==> src/hdl/thermal_params_pkg.sv <==
// Constants, field layouts and carrier types for the thermal throttle parameter bank.
// Assumes one clock domain shared with the configuration port and the throttle neighbours.
package thermal_params_pkg;

  // Dword offsets
  localparam logic [7:0] OFF_SAFE_FALLBACK = 8'h64;
  localparam logic [7:0] OFF_RANK_COOLING  = 8'h80;
  localparam logic [7:0] OFF_CLOSED_LOOP   = 8'h84;

  // Fallback parameter fields
  localparam int WIN_LSB      = 26;
  localparam int WIN_W        = 6;
  localparam int FDUTY_LSB    = 16;
  localparam int DUTY_W       = 10;
  localparam int FCOEF_LSB    = 8;
  localparam int COEF_W       = 8;
  localparam int ENERGY_LSB   = 0;
  localparam int ENERGY_W     = 8;

  // Closed-loop fields
  localparam int MINRUN_LSB   = 8;
  localparam int DBLREF_BIT   = 4;
  localparam int STALL_LSB    = 0;
  localparam int RANKS        = 4;

  // Throttle mode that selects direct control
  localparam logic [1:0] MODE_DIRECT = 2'h2;

  // Reset values and closed-loop write mask
  localparam logic [31:0] RST_SAFE_FALLBACK = 32'h04FF_0100;
  localparam logic [31:0] RST_RANK_COOLING  = 32'hFFFF_FFFF;
  localparam logic [31:0] RST_CLOSED_LOOP   = 32'h0000_4000;
  localparam logic [31:0] CLOSED_LOOP_MASK  = 32'h0003_FF1F;
  localparam logic [WIN_W:0] CNT_RST        = 7'h00;

  // Configuration dword request
  typedef struct packed {
    logic        wr;
    logic        rd;
    logic [7:0]  addr;
    logic [31:0] wdata;
  } cfg_req_s;

endpackage

==> src/hdl/dram_thermal_throttle_params.sv <==
// Per-channel thermal throttle parameter bank with safe-value fallback.
// Assumes config requests, ZQ tick, mode, apply-safe and capability inputs share CLK_IN.
// What this block does
// Use fallback values once ZQ count exceeds window
// Any coefficient or closed-loop write restarts count
// Reload stalled-cycle count when window is exceeded
// Software never programs window length as zero
// Fallback duty, reset 255, replaces minimum run
// Fallback heat removal, reset 1, replaces coefficients
// Hold activate energy weight, reset zero
// Four per-rank cooling coefficients, each reset 255
// Share rank state beyond four ranks
// Software scales coefficients, assumes doubled refresh
// Minimum run clocks field, ten bits, reset 64
// Lockstep software keeps minimum run field stable
// Double refresh force acts only in mode 2
// Double refresh force settable only if capable
// Rank stall vector forces stall in mode 2
// Two-bit mode selects throttle source
// Fallback applies only while apply-safe is set
// Count ZQ intervals, saturating above window
`timescale 1ns/1ns
module dram_thermal_throttle_params
  import thermal_params_pkg::*;
(
  // Clock and reset
  input  wire logic                 CLK_IN,
  input  wire logic                 ARST_N_IN,
  // Configuration dword port
  input  wire cfg_req_s             CFG_REQ_IN,
  output logic [31:0]               CFG_RDATA_OUT,
  output logic                      CFG_RVALID_OUT,
  // Controls from neighbouring throttle logic
  input  wire logic [1:0]           THROTTLE_MODE_IN,
  input  wire logic                 APPLY_SAFE_IN,
  input  wire logic                 ZQ_TICK_IN,
  input  wire logic                 SELF_REFRESH_CAPABLE_IN,
  input  wire logic                 RANKS_OVER_FOUR_IN,
  // Effective parameters
  output logic [RANKS*COEF_W-1:0]   COOL_COEF_OUT,
  output logic [DUTY_W-1:0]         MIN_RUN_CLOCKS_OUT,
  output logic [ENERGY_W-1:0]       ACT_ENERGY_OUT,
  output logic [RANKS-1:0]          RANK_STALL_OUT,
  output logic                      DOUBLE_REFRESH_OUT,
  output logic                      STALL_COUNT_RELOAD_OUT,
  output logic                      FALLBACK_ACTIVE_OUT,
  output logic                      RANK_STATE_SHARED_OUT
);

  function automatic logic hit(input logic [7:0] addr, input logic [7:0] off);
    hit = (addr == off);
  endfunction

  logic [31:0]             fallback_reg;
  logic [31:0]             cooling_reg;
  logic [31:0]             closed_reg;
  logic [WIN_W:0]          zq_count_reg;
  logic [31:0]             rdata_reg;
  logic                    rvalid_reg;
  logic [RANKS*COEF_W-1:0] coef_out_reg;
  logic [DUTY_W-1:0]       minrun_out_reg;
  logic [ENERGY_W-1:0]     energy_out_reg;
  logic [RANKS-1:0]        stall_out_reg;
  logic                    dblref_out_reg;
  logic                    reload_reg;
  logic                    fallback_out_reg;
  logic                    shared_reg;

  logic [31:0]             fallback_next;
  logic [31:0]             cooling_next;
  logic [31:0]             closed_next;
  logic [WIN_W:0]          zq_count_next;
  logic [31:0]             rdata_next;
  logic [RANKS*COEF_W-1:0] coef_next;
  logic [DUTY_W-1:0]       minrun_next;
  logic [RANKS-1:0]        stall_next;
  logic                    dblref_next;
  logic                    reload_next;
  logic                    fallback_next_act;

  // Address decode
  wire logic wr_fallback = CFG_REQ_IN.wr && hit(CFG_REQ_IN.addr, OFF_SAFE_FALLBACK);
  wire logic wr_cooling  = CFG_REQ_IN.wr && hit(CFG_REQ_IN.addr, OFF_RANK_COOLING);
  wire logic wr_closed   = CFG_REQ_IN.wr && hit(CFG_REQ_IN.addr, OFF_CLOSED_LOOP);
  wire logic restart     = wr_cooling || wr_closed;

  // Field views
  wire logic [WIN_W-1:0]    window   = fallback_reg[WIN_LSB +: WIN_W];
  wire logic [DUTY_W-1:0]   f_duty   = fallback_reg[FDUTY_LSB +: DUTY_W];
  wire logic [COEF_W-1:0]   f_coef   = fallback_reg[FCOEF_LSB +: COEF_W];
  wire logic [DUTY_W-1:0]   min_run  = closed_reg[MINRUN_LSB +: DUTY_W];
  wire logic [RANKS-1:0]    stall_v  = closed_reg[STALL_LSB +: RANKS];
  wire logic                direct   = (THROTTLE_MODE_IN == MODE_DIRECT);

  // Fallback register: plain store; a zero window is left to software
  assign fallback_next = wr_fallback ? CFG_REQ_IN.wdata : fallback_reg;
  assign cooling_next  = wr_cooling ? CFG_REQ_IN.wdata : cooling_reg;

  // Closed-loop register; double refresh force can only be set when capable
  wire logic [31:0] closed_wmask = CFG_REQ_IN.wdata & CLOSED_LOOP_MASK;
  wire logic        dblref_wbit  = CFG_REQ_IN.wdata[DBLREF_BIT] && SELF_REFRESH_CAPABLE_IN;
  assign closed_next = wr_closed ?
    {closed_wmask[31:DBLREF_BIT+1], dblref_wbit, closed_wmask[DBLREF_BIT-1:0]} : closed_reg;

  // ZQ interval counter, saturating one above the window
  wire logic [WIN_W:0] win_ext   = {1'b0, window};
  wire logic           exceeded  = (zq_count_reg > win_ext);
  wire logic [WIN_W:0] count_inc = zq_count_reg + 7'h01;
  assign zq_count_next = restart ? CNT_RST :
                         (ZQ_TICK_IN && !exceeded) ? count_inc : zq_count_reg;
  assign reload_next   = !restart && ZQ_TICK_IN && !exceeded && (count_inc > win_ext);

  // Substitution while window exceeded and apply-safe enabled
  assign fallback_next_act = exceeded && APPLY_SAFE_IN;
  assign minrun_next = fallback_next_act ? f_duty : min_run;

  // Per-rank coefficients; rank 0 serves all ranks when state is shared
  genvar r;
  generate
    for (r = 0; r < RANKS; r = r + 1)
    begin : g_rank
      wire logic [COEF_W-1:0] own = RANKS_OVER_FOUR_IN ? cooling_reg[COEF_W-1:0] :
                                                        cooling_reg[r*COEF_W +: COEF_W];
      assign coef_next[r*COEF_W +: COEF_W] = fallback_next_act ? f_coef : own;
      assign stall_next[r] = direct && (RANKS_OVER_FOUR_IN ? (|stall_v) : stall_v[r]);
    end
  endgenerate

  assign dblref_next = direct && closed_reg[DBLREF_BIT];

  // Read decode, unmapped offsets read zero
  assign rdata_next = !CFG_REQ_IN.rd ? 32'h0000_0000 :
                      hit(CFG_REQ_IN.addr, OFF_SAFE_FALLBACK) ? fallback_reg :
                      hit(CFG_REQ_IN.addr, OFF_RANK_COOLING)  ? cooling_reg :
                      hit(CFG_REQ_IN.addr, OFF_CLOSED_LOOP)   ? closed_reg : 32'h0000_0000;

  // Register storage
  always_ff @(posedge CLK_IN or negedge ARST_N_IN)
  begin
    if (!ARST_N_IN)
    begin
      fallback_reg <= RST_SAFE_FALLBACK;
    end
    else
    begin
      fallback_reg <= fallback_next;
    end
  end

  always_ff @(posedge CLK_IN or negedge ARST_N_IN)
  begin
    if (!ARST_N_IN)
    begin
      cooling_reg <= RST_RANK_COOLING;
    end
    else
    begin
      cooling_reg <= cooling_next;
    end
  end

  always_ff @(posedge CLK_IN or negedge ARST_N_IN)
  begin
    if (!ARST_N_IN)
    begin
      closed_reg <= RST_CLOSED_LOOP;
    end
    else
    begin
      closed_reg <= closed_next;
    end
  end

  always_ff @(posedge CLK_IN or negedge ARST_N_IN)
  begin
    if (!ARST_N_IN)
    begin
      zq_count_reg <= CNT_RST;
    end
    else
    begin
      zq_count_reg <= zq_count_next;
    end
  end

  // Read response
  always_ff @(posedge CLK_IN or negedge ARST_N_IN)
  begin
    if (!ARST_N_IN)
    begin
      rdata_reg <= 32'h0000_0000;
    end
    else
    begin
      rdata_reg <= rdata_next;
    end
  end

  always_ff @(posedge CLK_IN or negedge ARST_N_IN)
  begin
    if (!ARST_N_IN)
    begin
      rvalid_reg <= 1'b0;
    end
    else
    begin
      rvalid_reg <= CFG_REQ_IN.rd;
    end
  end

  // Effective parameter outputs
  always_ff @(posedge CLK_IN or negedge ARST_N_IN)
  begin
    if (!ARST_N_IN)
    begin
      coef_out_reg <= RST_RANK_COOLING;
    end
    else
    begin
      coef_out_reg <= coef_next;
    end
  end

  always_ff @(posedge CLK_IN or negedge ARST_N_IN)
  begin
    if (!ARST_N_IN)
    begin
      minrun_out_reg <= RST_CLOSED_LOOP[MINRUN_LSB +: DUTY_W];
    end
    else
    begin
      minrun_out_reg <= minrun_next;
    end
  end

  always_ff @(posedge CLK_IN or negedge ARST_N_IN)
  begin
    if (!ARST_N_IN)
    begin
      energy_out_reg <= RST_SAFE_FALLBACK[ENERGY_LSB +: ENERGY_W];
    end
    else
    begin
      energy_out_reg <= fallback_reg[ENERGY_LSB +: ENERGY_W];
    end
  end

  always_ff @(posedge CLK_IN or negedge ARST_N_IN)
  begin
    if (!ARST_N_IN)
    begin
      stall_out_reg <= '0;
    end
    else
    begin
      stall_out_reg <= stall_next;
    end
  end

  always_ff @(posedge CLK_IN or negedge ARST_N_IN)
  begin
    if (!ARST_N_IN)
    begin
      dblref_out_reg <= 1'b0;
    end
    else
    begin
      dblref_out_reg <= dblref_next;
    end
  end

  always_ff @(posedge CLK_IN or negedge ARST_N_IN)
  begin
    if (!ARST_N_IN)
    begin
      reload_reg <= 1'b0;
    end
    else
    begin
      reload_reg <= reload_next;
    end
  end

  always_ff @(posedge CLK_IN or negedge ARST_N_IN)
  begin
    if (!ARST_N_IN)
    begin
      fallback_out_reg <= 1'b0;
    end
    else
    begin
      fallback_out_reg <= fallback_next_act;
    end
  end

  always_ff @(posedge CLK_IN or negedge ARST_N_IN)
  begin
    if (!ARST_N_IN)
    begin
      shared_reg <= 1'b0;
    end
    else
    begin
      shared_reg <= RANKS_OVER_FOUR_IN;
    end
  end

  assign CFG_RDATA_OUT          = rdata_reg;
  assign CFG_RVALID_OUT         = rvalid_reg;
  assign COOL_COEF_OUT          = coef_out_reg;
  assign MIN_RUN_CLOCKS_OUT     = minrun_out_reg;
  assign ACT_ENERGY_OUT         = energy_out_reg;
  assign RANK_STALL_OUT         = stall_out_reg;
  assign DOUBLE_REFRESH_OUT     = dblref_out_reg;
  assign STALL_COUNT_RELOAD_OUT = reload_reg;
  assign FALLBACK_ACTIVE_OUT    = fallback_out_reg;
  assign RANK_STATE_SHARED_OUT  = shared_reg;

endmodule

==> config.mk <==
export PLATFORM = sky130hd
export DESIGN_NAME = dram_thermal_throttle_params
export DESIGN_NICKNAME = d
export VERILOG_FILES = /design/src/hdl/thermal_params_pkg.sv /design/src/hdl/dram_thermal_throttle_params.sv
export SDC_FILE = /design/constraint.sdc
export NUM_CORES = 1
export LEC_CHECK = 0
export ABC_CLOCK_PERIOD_IN_PS = 1950
export BUFFER_PORTS_ARGS = -buffer_cell sky130_fd_sc_hd__buf_4
export CORE_AREA = 2 2 160 162
export CTS_CLUSTER_DIAMETER = 40
export DETAILED_ROUTE_END_ITERATION = 16
export DIE_AREA = 0 0 162 164
export PLACE_DENSITY_LB_ADDON = 0.1
export SYNTH_ARGS = -nofsm -noshare
export SYNTH_HDL_FRONTEND = slang
export SYNTH_SLANG_ARGS = --single-unit
==> constraint.sdc <==
create_clock -name CLK_IN -period 1.95 [get_ports CLK_IN]
set_clock_uncertainty 0.1 [all_clocks]
set_input_delay 0.4875 -clock CLK_IN [delete_from_list [all_inputs] [get_ports CLK_IN]]
set_output_delay 0.4875 -clock CLK_IN [all_outputs]
set_load 0.05 [all_outputs]
==> results.py, run 1 <==
metrics = {
    "finish": {
        "drive_gt1_share_pct": 62.3,
        "diodes": 0,
        "syn2layout_area_growth_pct": 43.0,
        "fillers": 2386,
        "multi_input_area_sq_um": 3020,
        "final_area_sq_um": 10500,
        "nets": 791,
        "final-seq-area_sq_um": 4520,
    },
    "clock_network": {
        "cts_tree": "built",
        "h-tree-depth": 4,
        "clk_pin_slew_ns": 0.07,
        "clock_latency_ns": 0.42,
        "clock_tree.root_cell": "clkbuf_16",
        "cts-buffers-inserted": 17,
        "cts_buffer_depth": 2,
        "clock-sinks": 177,
    },
    "setup_path": {
        "cp-start-kind": "flip-flop",
        "crit_path_end": "MIN_RUN_CLOCKS_OUT[2]",
        "rr_worst_depth": 8,
        "reg2reg_from": "fallback_reg[31]",
        "cp_max_fo": 8,
        "critPathLaunch": "fallback_reg[31]",
        "critical_path_class": "flip-flop to flip-flop",
        "rrSetupSlack_ns": -0.18,
        "crit_arrival_ns": 2.34,
        "critPathRequiredTime_ns": 2.15,
        "end_kind": "flip-flop",
        "r2r-end": "MIN_RUN_CLOCKS_OUT[2]",
    },
    "detailed_routing": {
        "via_count": 5048,
        "met3_length_mm": 1.02,
        "detail_route.vias_per_cell": 4.71,
        "m1WireLength_mm": 9.60,
        "wl_met2_mm": 10.1,
        "highest_layer": "met4",
        "ant_nets": 0,
        "wl_mm": 21.0,
        "dr.pass1.iters": 5,
        "remaining_drc_errors": 0,
        "wl_per_cell_microns": 19.6,
        "first_iter_violations": 255,
    },
    "synth": {
        "synth-seq-area-share_pct": 61.8,
        "synth_warnings": 0,
        "netlist_area_sq_um": 7320,
        "synthesis.nets": 595,
        "synth_cell_type_count": 47,
        "synthCells": 532,
        "syn_avg_cell_area_sq_um": 13.8,
        "ys_ff_latch": 177,
    },
    "flow_run": {
        "cap_violations": 0,
    },
    "power_and_ir_drop": {
        "pwr_density_cell_nw_per_um2": 1240,
        "p_total_mw": 13.0,
        "ir_worst_vdd_mv": 0.896,
        "power.leakage_nw": 4.78,
    },
    "placement": {
        "dp.final_hpwl_mm": 14.1,
        "placedInstanceArea_sq_um": 9310,
        "port_buffers": 140,
        "gp_congestion": 0.796,
    },
    "die": {
        "start_util_pct": 29.5,
        "die_area_sq_um": 26600,
        "die_h_microns": 164,
        "core-area_sq_um": 24800,
        "io_pins": 141,
        "die_x_microns": 162,
        "rows": 58,
    },
    "global_routing": {
        "grt-ovfl-total": 0,
        "grt_pass1_wl_mm": 31.6,
        "antenna_found_initial": 0,
        "grt_max_degree": 49,
        "grt_pass1_vias": 5408,
        "grt_usage_pct": 15.9,
    },
    "sta": {
        "finalHoldViolCount": 0,
        "setup_viol": 50,
        "min_period_ns": 2.13,
        "final.setup.tns_ns": -5.51,
        "drv_slew": 0,
        "rsz0062_at_grt": "yes",
        "finalCritPeriodShare_pct": 109,
        "fmax_mhz": 469,
        "worst_pin_slew_ns": 0.430,
        "fin_ws_ns": -0.184,
        "slew_headroom_pct": 71.3,
    },
    "status": {
        "violations": "setup timing",
        "outcome": "complete, but fails checks",
    },
    "hold_path": {
        "min_path_type": "input pin to flip-flop",
    },
}
## where the power goes
group          total (mW)  leakage (nW)  internal (mW)  switching, mW
clock network        3.69         0.304           2.20           1.49
logic                4.74          2.31           2.09           2.64
registers            4.61          2.17           4.33          0.278
## cell families after synthesis
logic type                 after synthesis  share of synthesized area (%)
adders and majority gates               13                           2.22
buffers and inverters                   38                           2.29
muxes                                   98                           15.5
AOI/OAI and AO/OA                       77                           8.02
and+or+nand+nor                        123                           9.50
xor gates and xnor gates                 6                          0.718
DFF                                    177                           61.8
## per-layer routing
metal / vias up / GRT usage (%)
li1: 2308 / -
met1: 2588 / 21.9
met2: 139 / 25.4
met3: 13 / 3.41
met4: 0 / 4.38
met5: - / 0
## cells in the mapped netlist, drive strengths merged
library cell | number | area share, %
or4 | 2 | 0.26
nand3 | 4 | 0.27
a211oi | 2 | 0.21
nand2 | 19 | 1.0
nor2 | 23 | 1.2
nand3b | 2 | 0.21
a31o | 3 | 0.36
dfrtp | 101 | 35
inv | 11 | 0.56
or3b | 1 | 0.12
xor2 | 2 | 0.24
a22oi | 17 | 1.7
a31oi | 24 | 2.1
nand2b | 24 | 2.1
nor2b | 31 | 2.6
mux2i | 2 | 0.27
a222oi | 14 | 1.9
a21boi | 1 | 0.15
xnor2 | 4 | 0.48
clkbuf | 12 | 0.62
o31ai | 2 | 0.39
a221oi | 1 | 0.12
dfstp | 76 | 27
a21oi | 6 | 0.41
o211ai | 1 | 0.17
o22ai | 1 | 0.086
o21ai | 3 | 0.21
o21a | 1 | 0.10
nor4 | 2 | 0.17
ha | 13 | 2.2
nor3b | 2 | 0.21
a21o | 1 | 0.10
buf | 15 | 1.1
and3b | 1 | 0.12
nor3 | 2 | 0.29
nand4b | 1 | 0.12
mux2 | 96 | 15
and4b | 1 | 0.14
and3 | 8 | 0.68
## cells in the final DEF (no fill, tap or decap), types with 5 or more instances in the layout
cell       count
a222oi_1      14
a22oi_1       17
a31oi_1       12
a31oi_2        6
a31oi_4        6
and3_1         6
buf_12        11
buf_4        174
buf_6          8
buf_8          5
clkbuf_16     20
dfrtp_1      101
dfstp_2       76
ha_1           8
inv_1          7
mux2_2        69
mux2_4        26
nand2_1       14
nand2_2        5
nand2b_1      24
nor2_1        14
nor2_4         8
nor2b_1       31
## worst min-delay path by stage
stage | cells past startpoint | start | endpoint
final | 2 | CFG_REQ_IN[6] | fallback_reg[6]
after global routing | 2 | CFG_REQ_IN[6] | fallback_reg[6]
after CTS | 2 | CFG_REQ_IN[6] | fallback_reg[6]
after detailed placement | 1 | ARST_N_IN | CFG_RDATA_OUT[6]
after global placement | 1 | ARST_N_IN | ACT_ENERGY_OUT[6]
after floorplan | 0 | ARST_N_IN | ACT_ENERGY_OUT[0]
## worst max-delay path, cell delays in order (launching register included)
cell and delay, ns:
dfrtp_1 0.41, inv_2 0.09, ha_4 0.20, and4b_1 0.20
a21boi_4 0.15, o211ai_4 0.20, buf_12 0.19, clkbuf_16 0.17
mux2_4 0.29
## repair_timing
action,4_1_cts,5_1_grt
setup endpoints to repair,50,51
resized for setup,31,41
pin swaps,10,13
gates cloned,1,4
setup buffers,2,2
hold endpoints to repair,8,0
hold buffers,1,0
## stage by stage
stage	hold slack (ns)	instances	utilization, %	setup slack [ns]
after CTS	0.173	1065	41.0	-0.184
after detailed placement	0.217	1029	37.5	-0.207
final	0.197	1071	42.2	-0.184
after global routing	0.183	1071	42.2	-0.269
after global placement	0.214	1029	37.5	-0.215
after floorplan	0.0919	532	-	-0.135
## area by class of cell
cell class	count	share of cell area [%]
flip-flops and latches	177	43.2
multi-input cells	317	28.9
repair buffers	204	17.5
clock buffers	18	4.19
well taps	330	3.94
clock inverters	14	1.91
inverters	11	0.394
No activity file was read; power rests on OpenSTA's default activity.
==> inputs of run 2 (changes only) <==
--- a/config.mk
+++ b/config.mk
@@ -6,10 +6,11 @@
 export NUM_CORES = 1
 export LEC_CHECK = 0
+export ABC_AREA = 1
 export ABC_CLOCK_PERIOD_IN_PS = 1950
 export BUFFER_PORTS_ARGS = -buffer_cell sky130_fd_sc_hd__buf_4
-export CORE_AREA = 2 2 160 162
+export CORE_AREA = 2 2 163 165
 export CTS_CLUSTER_DIAMETER = 40
 export DETAILED_ROUTE_END_ITERATION = 16
-export DIE_AREA = 0 0 162 164
+export DIE_AREA = 0 0 165 167
 export PLACE_DENSITY_LB_ADDON = 0.1
 export SYNTH_ARGS = -nofsm -noshare
--- a/constraint.sdc
+++ b/constraint.sdc
@@ -3,3 +3,3 @@
 set_input_delay 0.4875 -clock CLK_IN [delete_from_list [all_inputs] [get_ports CLK_IN]]
 set_output_delay 0.4875 -clock CLK_IN [all_outputs]
-set_load 0.05 [all_outputs]
+set_load 0.1 [all_outputs]
==> results.py, run 2 <==
metrics = {
    "global_routing": {
        "grt_usage_pct": 17.6,
        "grt_pass1_wl_mm": 36.0,
        "antenna_found_initial": 1,
        "grt_pass1_vias": 6102,
        "grt-ovfl-total": 0,
        "grt_max_degree": 59,
    },
    "die": {
        "die_area_sq_um": 27600,
        "core-area_sq_um": 25800,
        "die_h_microns": 167,
        "rows": 59,
        "start_util_pct": 29.6,
        "io_pins": 141,
        "die_x_microns": 165,
    },
    "setup_path": {
        "cp-start-kind": "flip-flop",
        "crit_arrival_ns": 2.20,
        "cp_max_fo": 8,
        "timing.critical_path.mode_cell": "nand2_1",
        "critical_path_class": "flip-flop to flip-flop",
        "cp_slowest_cell": "dfrtp_2",
        "critPathRequiredTime_ns": 2.20,
        "end_kind": "flip-flop",
        "path_cells": "buf_6 -> ha_4 -> nand3_2 -> nand2_1 -> nand2_1 -> nand2_2 -> nand3_4 -> buf_6 -> buf_12 -> buf_12 -> nand2_2 -> nand2_1",
        "cpPeakStageDelay_ns": 0.47,
        "rrSetupSlack_ns": 0.002,
    },
    "sta": {
        "min_period_ns": 1.95,
        "fmax_mhz": 513,
        "finalCritPeriodShare_pct": 99.9,
        "rsz0062_at_grt": "yes",
        "fin_ws_ns": 0.00161,
        "worst_pin_slew_ns": 0.464,
        "setup_viol": 0,
        "drv_slew": 0,
        "final.setup.tns_ns": 0,
        "finalHoldViolCount": 0,
        "slew_headroom_pct": 68.8,
    },
    "synth": {
        "synth-edff-count": 0,
        "synth_cell_type_count": 33,
        "netlist.area_leader.share_pct": 33.1,
        "synth_warnings": 0,
        "synthCells": 851,
        "synth.top_cells.by_count": "nand2_1 (300), dfrtp_1 (101), inv_1 (84)",
        "synthesis.nets": 914,
        "yosys.area.top_type": "dfrtp_1",
        "netlist_top_cells_area": "dfrtp_1 (33%), dfstp_2 (26%), nand2_1 (15%)",
        "syn_avg_cell_area_sq_um": 8.96,
        "synth-seq-area-share_pct": 59.3,
        "async_flop_share_pct": 100,
        "ys.flop_type": "dfrtp_1",
        "synth_most_common_cell": "nand2_1",
        "netlist_area_sq_um": 7630,
        "ys_ff_latch": 177,
    },
    "hold_path": {
        "min_path_type": "input pin to flip-flop",
    },
    "power_and_ir_drop": {
        "pwr_density_cell_nw_per_um2": 911,
        "power_frac_seq_pct": 44.0,
        "p_sw_mw": 2.93,
        "p_int_mw": 6.54,
        "combPwrFrac_pct": 19.0,
        "clkPwrFrac_pct": 37.0,
        "ir_worst_vdd_mv": 0.539,
        "switching_share_pct": 30.9,
        "power.leakage_nw": 5.47,
    },
    "clock_network": {
        "cts-buffers-inserted": 17,
        "clock_latency_ns": 0.43,
        "clk_pin_slew_ns": 0.07,
        "h-tree-depth": 4,
        "clock_tree.root_cell": "clkbuf_16",
        "cts_tree": "built",
        "clock-sinks": 177,
        "cts_buffer_depth": 2,
    },
    "finish": {
        "final_area_sq_um": 10400,
        "final_common_cell": "nand2_1",
        "post-route-util_pct": 40.3,
        "drive_gt1_share_pct": 34.9,
        "layout.cells.non_filler": 1380,
        "diodes": 0,
        "nets": 1095,
        "layout_common_cells": "nand2_1 (278), buf_4 (168), dfrtp_1 (99), inv_1 (84), dfstp_2 (76)",
        "syn2layout_area_growth_pct": 36.1,
    },
    "placement": {
        "place_ws_ns": -0.0474,
        "dp.final_hpwl_mm": 16.8,
        "placed_cells": 1337,
        "placedInstanceArea_sq_um": 9420,
        "port_buffers": 140,
        "gp_congestion": 0.781,
    },
    "flow_run": {
        "cap_violations": 0,
    },
    "detailed_routing": {
        "dr.pass1.iters": 4,
        "first_iter_violations": 336,
        "wl_per_cell_microns": 17.4,
        "detail_route.vias_per_cell": 4.46,
        "ant_nets": 0,
        "wl_mm": 24.1,
        "via_count": 6157,
        "remaining_drc_errors": 0,
    },
    "status": {
        "outcome": "complete, no violations",
    },
}
-- run 2: cell count changes in the layout (fill, tap and decap cells not counted), moves of 41 or more --
cell     change
inv_1       +77
mux2_2      -69
nand2_1    +264
nand3_1     +41
o21ai_0     +44
o21ai_1     +48
-- run 2: cell type report --
type                    count  area (sq um)
fillers                  2614         15400
repair inverters            2          17.5
repair buffers            193          1700
inverters                  96           377
multi-input cells         545          2750
well taps                 335           419
clock inverters            11           126
clock buffers              21           472
flip-flops and latches    177          4530
-- run 2: power groups by stage --
| stage | clock network, mW | logic, mW | registers, mW |
|---|---|---|---|
| after floorplan | 0 | 0.473 | 4.80 |
| after global placement | 0 | 1.68 | 4.20 |
| after detailed placement | 0 | 1.68 | 4.20 |
| after CTS | 3.60 | 1.71 | 4.14 |
| after global routing | 3.76 | 1.94 | 4.19 |
| final | 3.50 | 1.80 | 4.16 |
-- run 2: path summary, 6_finish.rpt --
path | startpoint | endpoint | cells past startpoint
max | zq_count_reg[1] | COOL_COEF_OUT[6] | 12
min | THROTTLE_MODE_IN[0] | DOUBLE_REFRESH_OUT | 2
max reg2reg | zq_count_reg[1] | COOL_COEF_OUT[6] | 12
min reg2reg | fallback_reg[6] | ACT_ENERGY_OUT[6] | 0
max in group asynchronous | ARST_N_IN | cooling_reg[8] | 3
min in group asynchronous | ARST_N_IN | CFG_RDATA_OUT[11] | 2
-- run 2: layer usage --
layer | wire length (microns) | share of wire [%] | vias to the layer above | track usage, %
met5 | 13 | 0.054 | - | 0
met4 | 398 | 1.7 | 2 | 4.99
met3 | 970 | 4.0 | 18 | 3.46
met2 | 11200 | 47 | 141 | 27.0
met1 | 11400 | 48 | 2940 | 25.2
li1 | - | - | 3056 | -
-- run 2: cells by family after synthesis --
kind of cell / share of synthesized area (%)
AND/OR/NAND/NOR: 21.6
flip-flops: 59.3
AO/OA/AOI/OAI: 9.22
buffers and inverters: 7.27
adder cells (fa/ha/maj): 2.13
XOR/XNOR: 0.459
-- run 2: through the flow --
step	hold slack, ns	power (mW)
2_1_floorplan	0.0919	5.27
3_3_place_gp	0.285	5.88
3_5_place_dp	0.282	5.88
4_1_cts	0.0941	9.44
5_1_grt	0.101	9.89
6_report	0.113	9.47
-- run 2: what timing repair did --
| action | in CTS | in global routing |
|---|---|---|
| setup buffers | 0 | 6 |
| hold endpoints to repair | 11 | 0 |
| setup endpoints to repair | 1 | 41 |
| pin swaps | 1 | 12 |
| gates cloned | 0 | 4 |
| gates resized for setup | 6 | 54 |
| hold buffers | 1 | 0 |
-- run 2: worst max-delay path: cells and delay by family (launching register included) --
kind / cells / cell delay, ns
AND/OR/NAND/NOR: 7 / 0.46
flip-flops: 1 / 0.47
adder cells (fa/ha/maj): 1 / 0.26
buffers and inverters: 4 / 0.57
==> inputs of run 3 (changes only) <==
- RECOVER_POWER: unset -> 25
==> results.py, run 3 (synthesis results as in run 2) <==
metrics = {
    "sta": {
        "finalHoldViolCount": 0,
        "drv_slew": 0,
        "hold_slack_ns": 0.112,
        "fmax_mhz": 514,
        "finalCritPeriodShare_pct": 99.8,
        "final.setup.tns_ns": 0,
        "min_period_ns": 1.95,
        "rsz0062_at_grt": "yes",
        "slew_headroom_pct": 5.39,
        "setup_viol": 0,
        "worst_pin_slew_ns": 1.42,
    },
    "global_routing": {
        "antenna_found_initial": 1,
        "grt_usage_pct": 17.6,
        "grt_max_degree": 59,
        "grt-ovfl-total": 0,
        "grt_pass1_vias": 6102,
        "grt_pass1_wl_mm": 36.0,
    },
    "clock_network": {
        "clock_tree.root_cell": "clkbuf_16",
        "cts-buffers-inserted": 17,
        "clock-sinks": 177,
        "clk_pin_slew_ns": 0.07,
        "cts_buffer_depth": 2,
        "cts_tree": "built",
        "clock_latency_ns": 0.43,
        "h-tree-depth": 4,
    },
    "detailed_routing": {
        "detail_route.vias_per_cell": 4.47,
        "ant_nets": 0,
        "remaining_drc_errors": 0,
        "wl_mm": 24.0,
        "first_iter_violations": 340,
        "dr.pass1.iters": 4,
        "wl_per_cell_microns": 17.4,
        "via_count": 6173,
    },
    "setup_path": {
        "critical_path_class": "flip-flop to flip-flop",
        "r2r-end": "COOL_COEF_OUT[6]",
        "critPathRequiredTime_ns": 2.20,
        "reg2reg_from": "zq_count_reg[1]",
        "cp-start-kind": "flip-flop",
        "end_kind": "flip-flop",
        "rr_worst_depth": 12,
        "crit_arrival_ns": 2.20,
        "cp_max_fo": 8,
        "rrSetupSlack_ns": 0.004,
    },
    "hold_path": {
        "min_path_cells": 2,
        "min_to": "DOUBLE_REFRESH_OUT",
        "worstHoldStart": "THROTTLE_MODE_IN[0]",
        "min_path_type": "input pin to flip-flop",
    },
    "die": {
        "die_x_microns": 165,
        "start_util_pct": 29.6,
        "die_area_sq_um": 27600,
        "die_h_microns": 167,
        "io_pins": 141,
        "rows": 59,
        "core-area_sq_um": 25800,
    },
    "placement": {
        "placed_cells": 1337,
        "port_buffers": 140,
        "dp.final_hpwl_mm": 16.8,
        "gp_congestion": 0.781,
    },
    "power_and_ir_drop": {
        "clkPwrFrac_pct": 37.1,
        "p_int_mw": 6.53,
        "pwr_density_cell_nw_per_um2": 915,
        "switching_share_pct": 30.9,
        "p_sw_mw": 2.93,
        "combPwrFrac_pct": 18.9,
        "power_frac_seq_pct": 44.0,
        "power.leakage_nw": 5.44,
        "ir_worst_vdd_mv": 0.538,
    },
    "finish": {
        "layout.cells.non_filler": 1380,
        "nets": 1095,
        "multi_input_area_sq_um": 2750,
        "final_common_cell": "nand2_1",
        "syn2layout_area_growth_pct": 35.5,
        "diodes": 0,
        "drive_gt1_share_pct": 34.7,
        "final-seq-area_sq_um": 4530,
        "layout_common_cells": "nand2_1 (278), buf_4 (167), dfrtp_1 (99), inv_1 (84), dfstp_2 (76)",
        "post-route-util_pct": 40.1,
        "fillers": 2623,
    },
    "status": {
        "outcome": "complete, no violations",
    },
    "flow_run": {
        "cap_violations": 0,
    },
}
-- run 3: worst max-delay path by stage --
stage / start / endpoint / slack [ns] / cells past startpoint
6_report: zq_count_reg[1] / COOL_COEF_OUT[6] / 0.004 / 12
5_1_grt: zq_count_reg[1] / STALL_COUNT_RELOAD_OUT / -0.1 / 13
4_1_cts: zq_count_reg[0] / STALL_COUNT_RELOAD_OUT / 0.0008 / 11
3_5_place_dp: zq_count_reg[0] / STALL_COUNT_RELOAD_OUT / -0.05 / 13
3_3_place_gp: zq_count_reg[0] / STALL_COUNT_RELOAD_OUT / -0.09 / 13
2_1_floorplan: zq_count_reg[0] / STALL_COUNT_RELOAD_OUT / 0.17 / 11
-- run 3: final cells by class --
| class | count | share of cell area, % |
|---|---|---|
| flip-flops and latches | 177 | 43.8 |
| multi-input cells | 545 | 26.6 |
| repair buffers | 193 | 15.9 |
| clock buffers | 21 | 4.56 |
| well taps | 335 | 4.06 |
| inverters | 96 | 3.64 |
| clock inverters | 11 | 1.22 |
| repair inverters | 2 | 0.169 |
-- run 3: metal layers --
metal  vias to the layer above  GRT usage (%)  wire, microns  part of all wire, %
li1                       3052              -              -                    -
met1                      2960           25.2          11300                   47
met2                       141           27.0          11300                   47
met3                        18           3.46            955                  4.0
met4                         2           4.99            399                  1.7
met5                         -              0             13                0.054
-- run 3: timing repair --
action | 4_1_cts | 5_1_grt
setup endpoints to repair | 1 | 41
hold endpoints to repair | 11 | 0
resized for setup | 6 | 54
pin swaps | 1 | 12
buffers inserted | 0 | 6
hold buffers | 1 | 0
gates cloned | 0 | 4
-- run 3: worst max-delay path, cell delays in order (launching register included) --
cell and delay, ns:
dfrtp_2 0.47, buf_6 0.15, ha_4 0.26, nand3_2 0.06, nand2_1 0.06, nand2_1 0.05
nand2_2 0.08, nand3_4 0.11, buf_6 0.15, buf_12 0.13, buf_12 0.15, nand2_2 0.05
nand2_1 0.05
-- run 3: stage by stage --
step	power [mW]	setup slack, ns	area, sq um
after floorplan	5.27	0.170	7630
after global placement	5.88	-0.0901	9420
after detailed placement	5.88	-0.0474	9420
after CTS	9.44	0.000821	10100
after global routing	9.88	-0.0987	10300
final	9.46	0.00407	10300
-- run 3: power by group through the flow --
stage / combinational [mW] / clock (mW) / sequential (mW)
detailed placement: 1.68 / 0 / 4.20
finish: 1.79 / 3.51 / 4.16
floorplan: 0.473 / 0 / 4.80
global route: 1.93 / 3.76 / 4.19
global placement: 1.68 / 0 / 4.20
CTS: 1.71 / 3.60 / 4.14
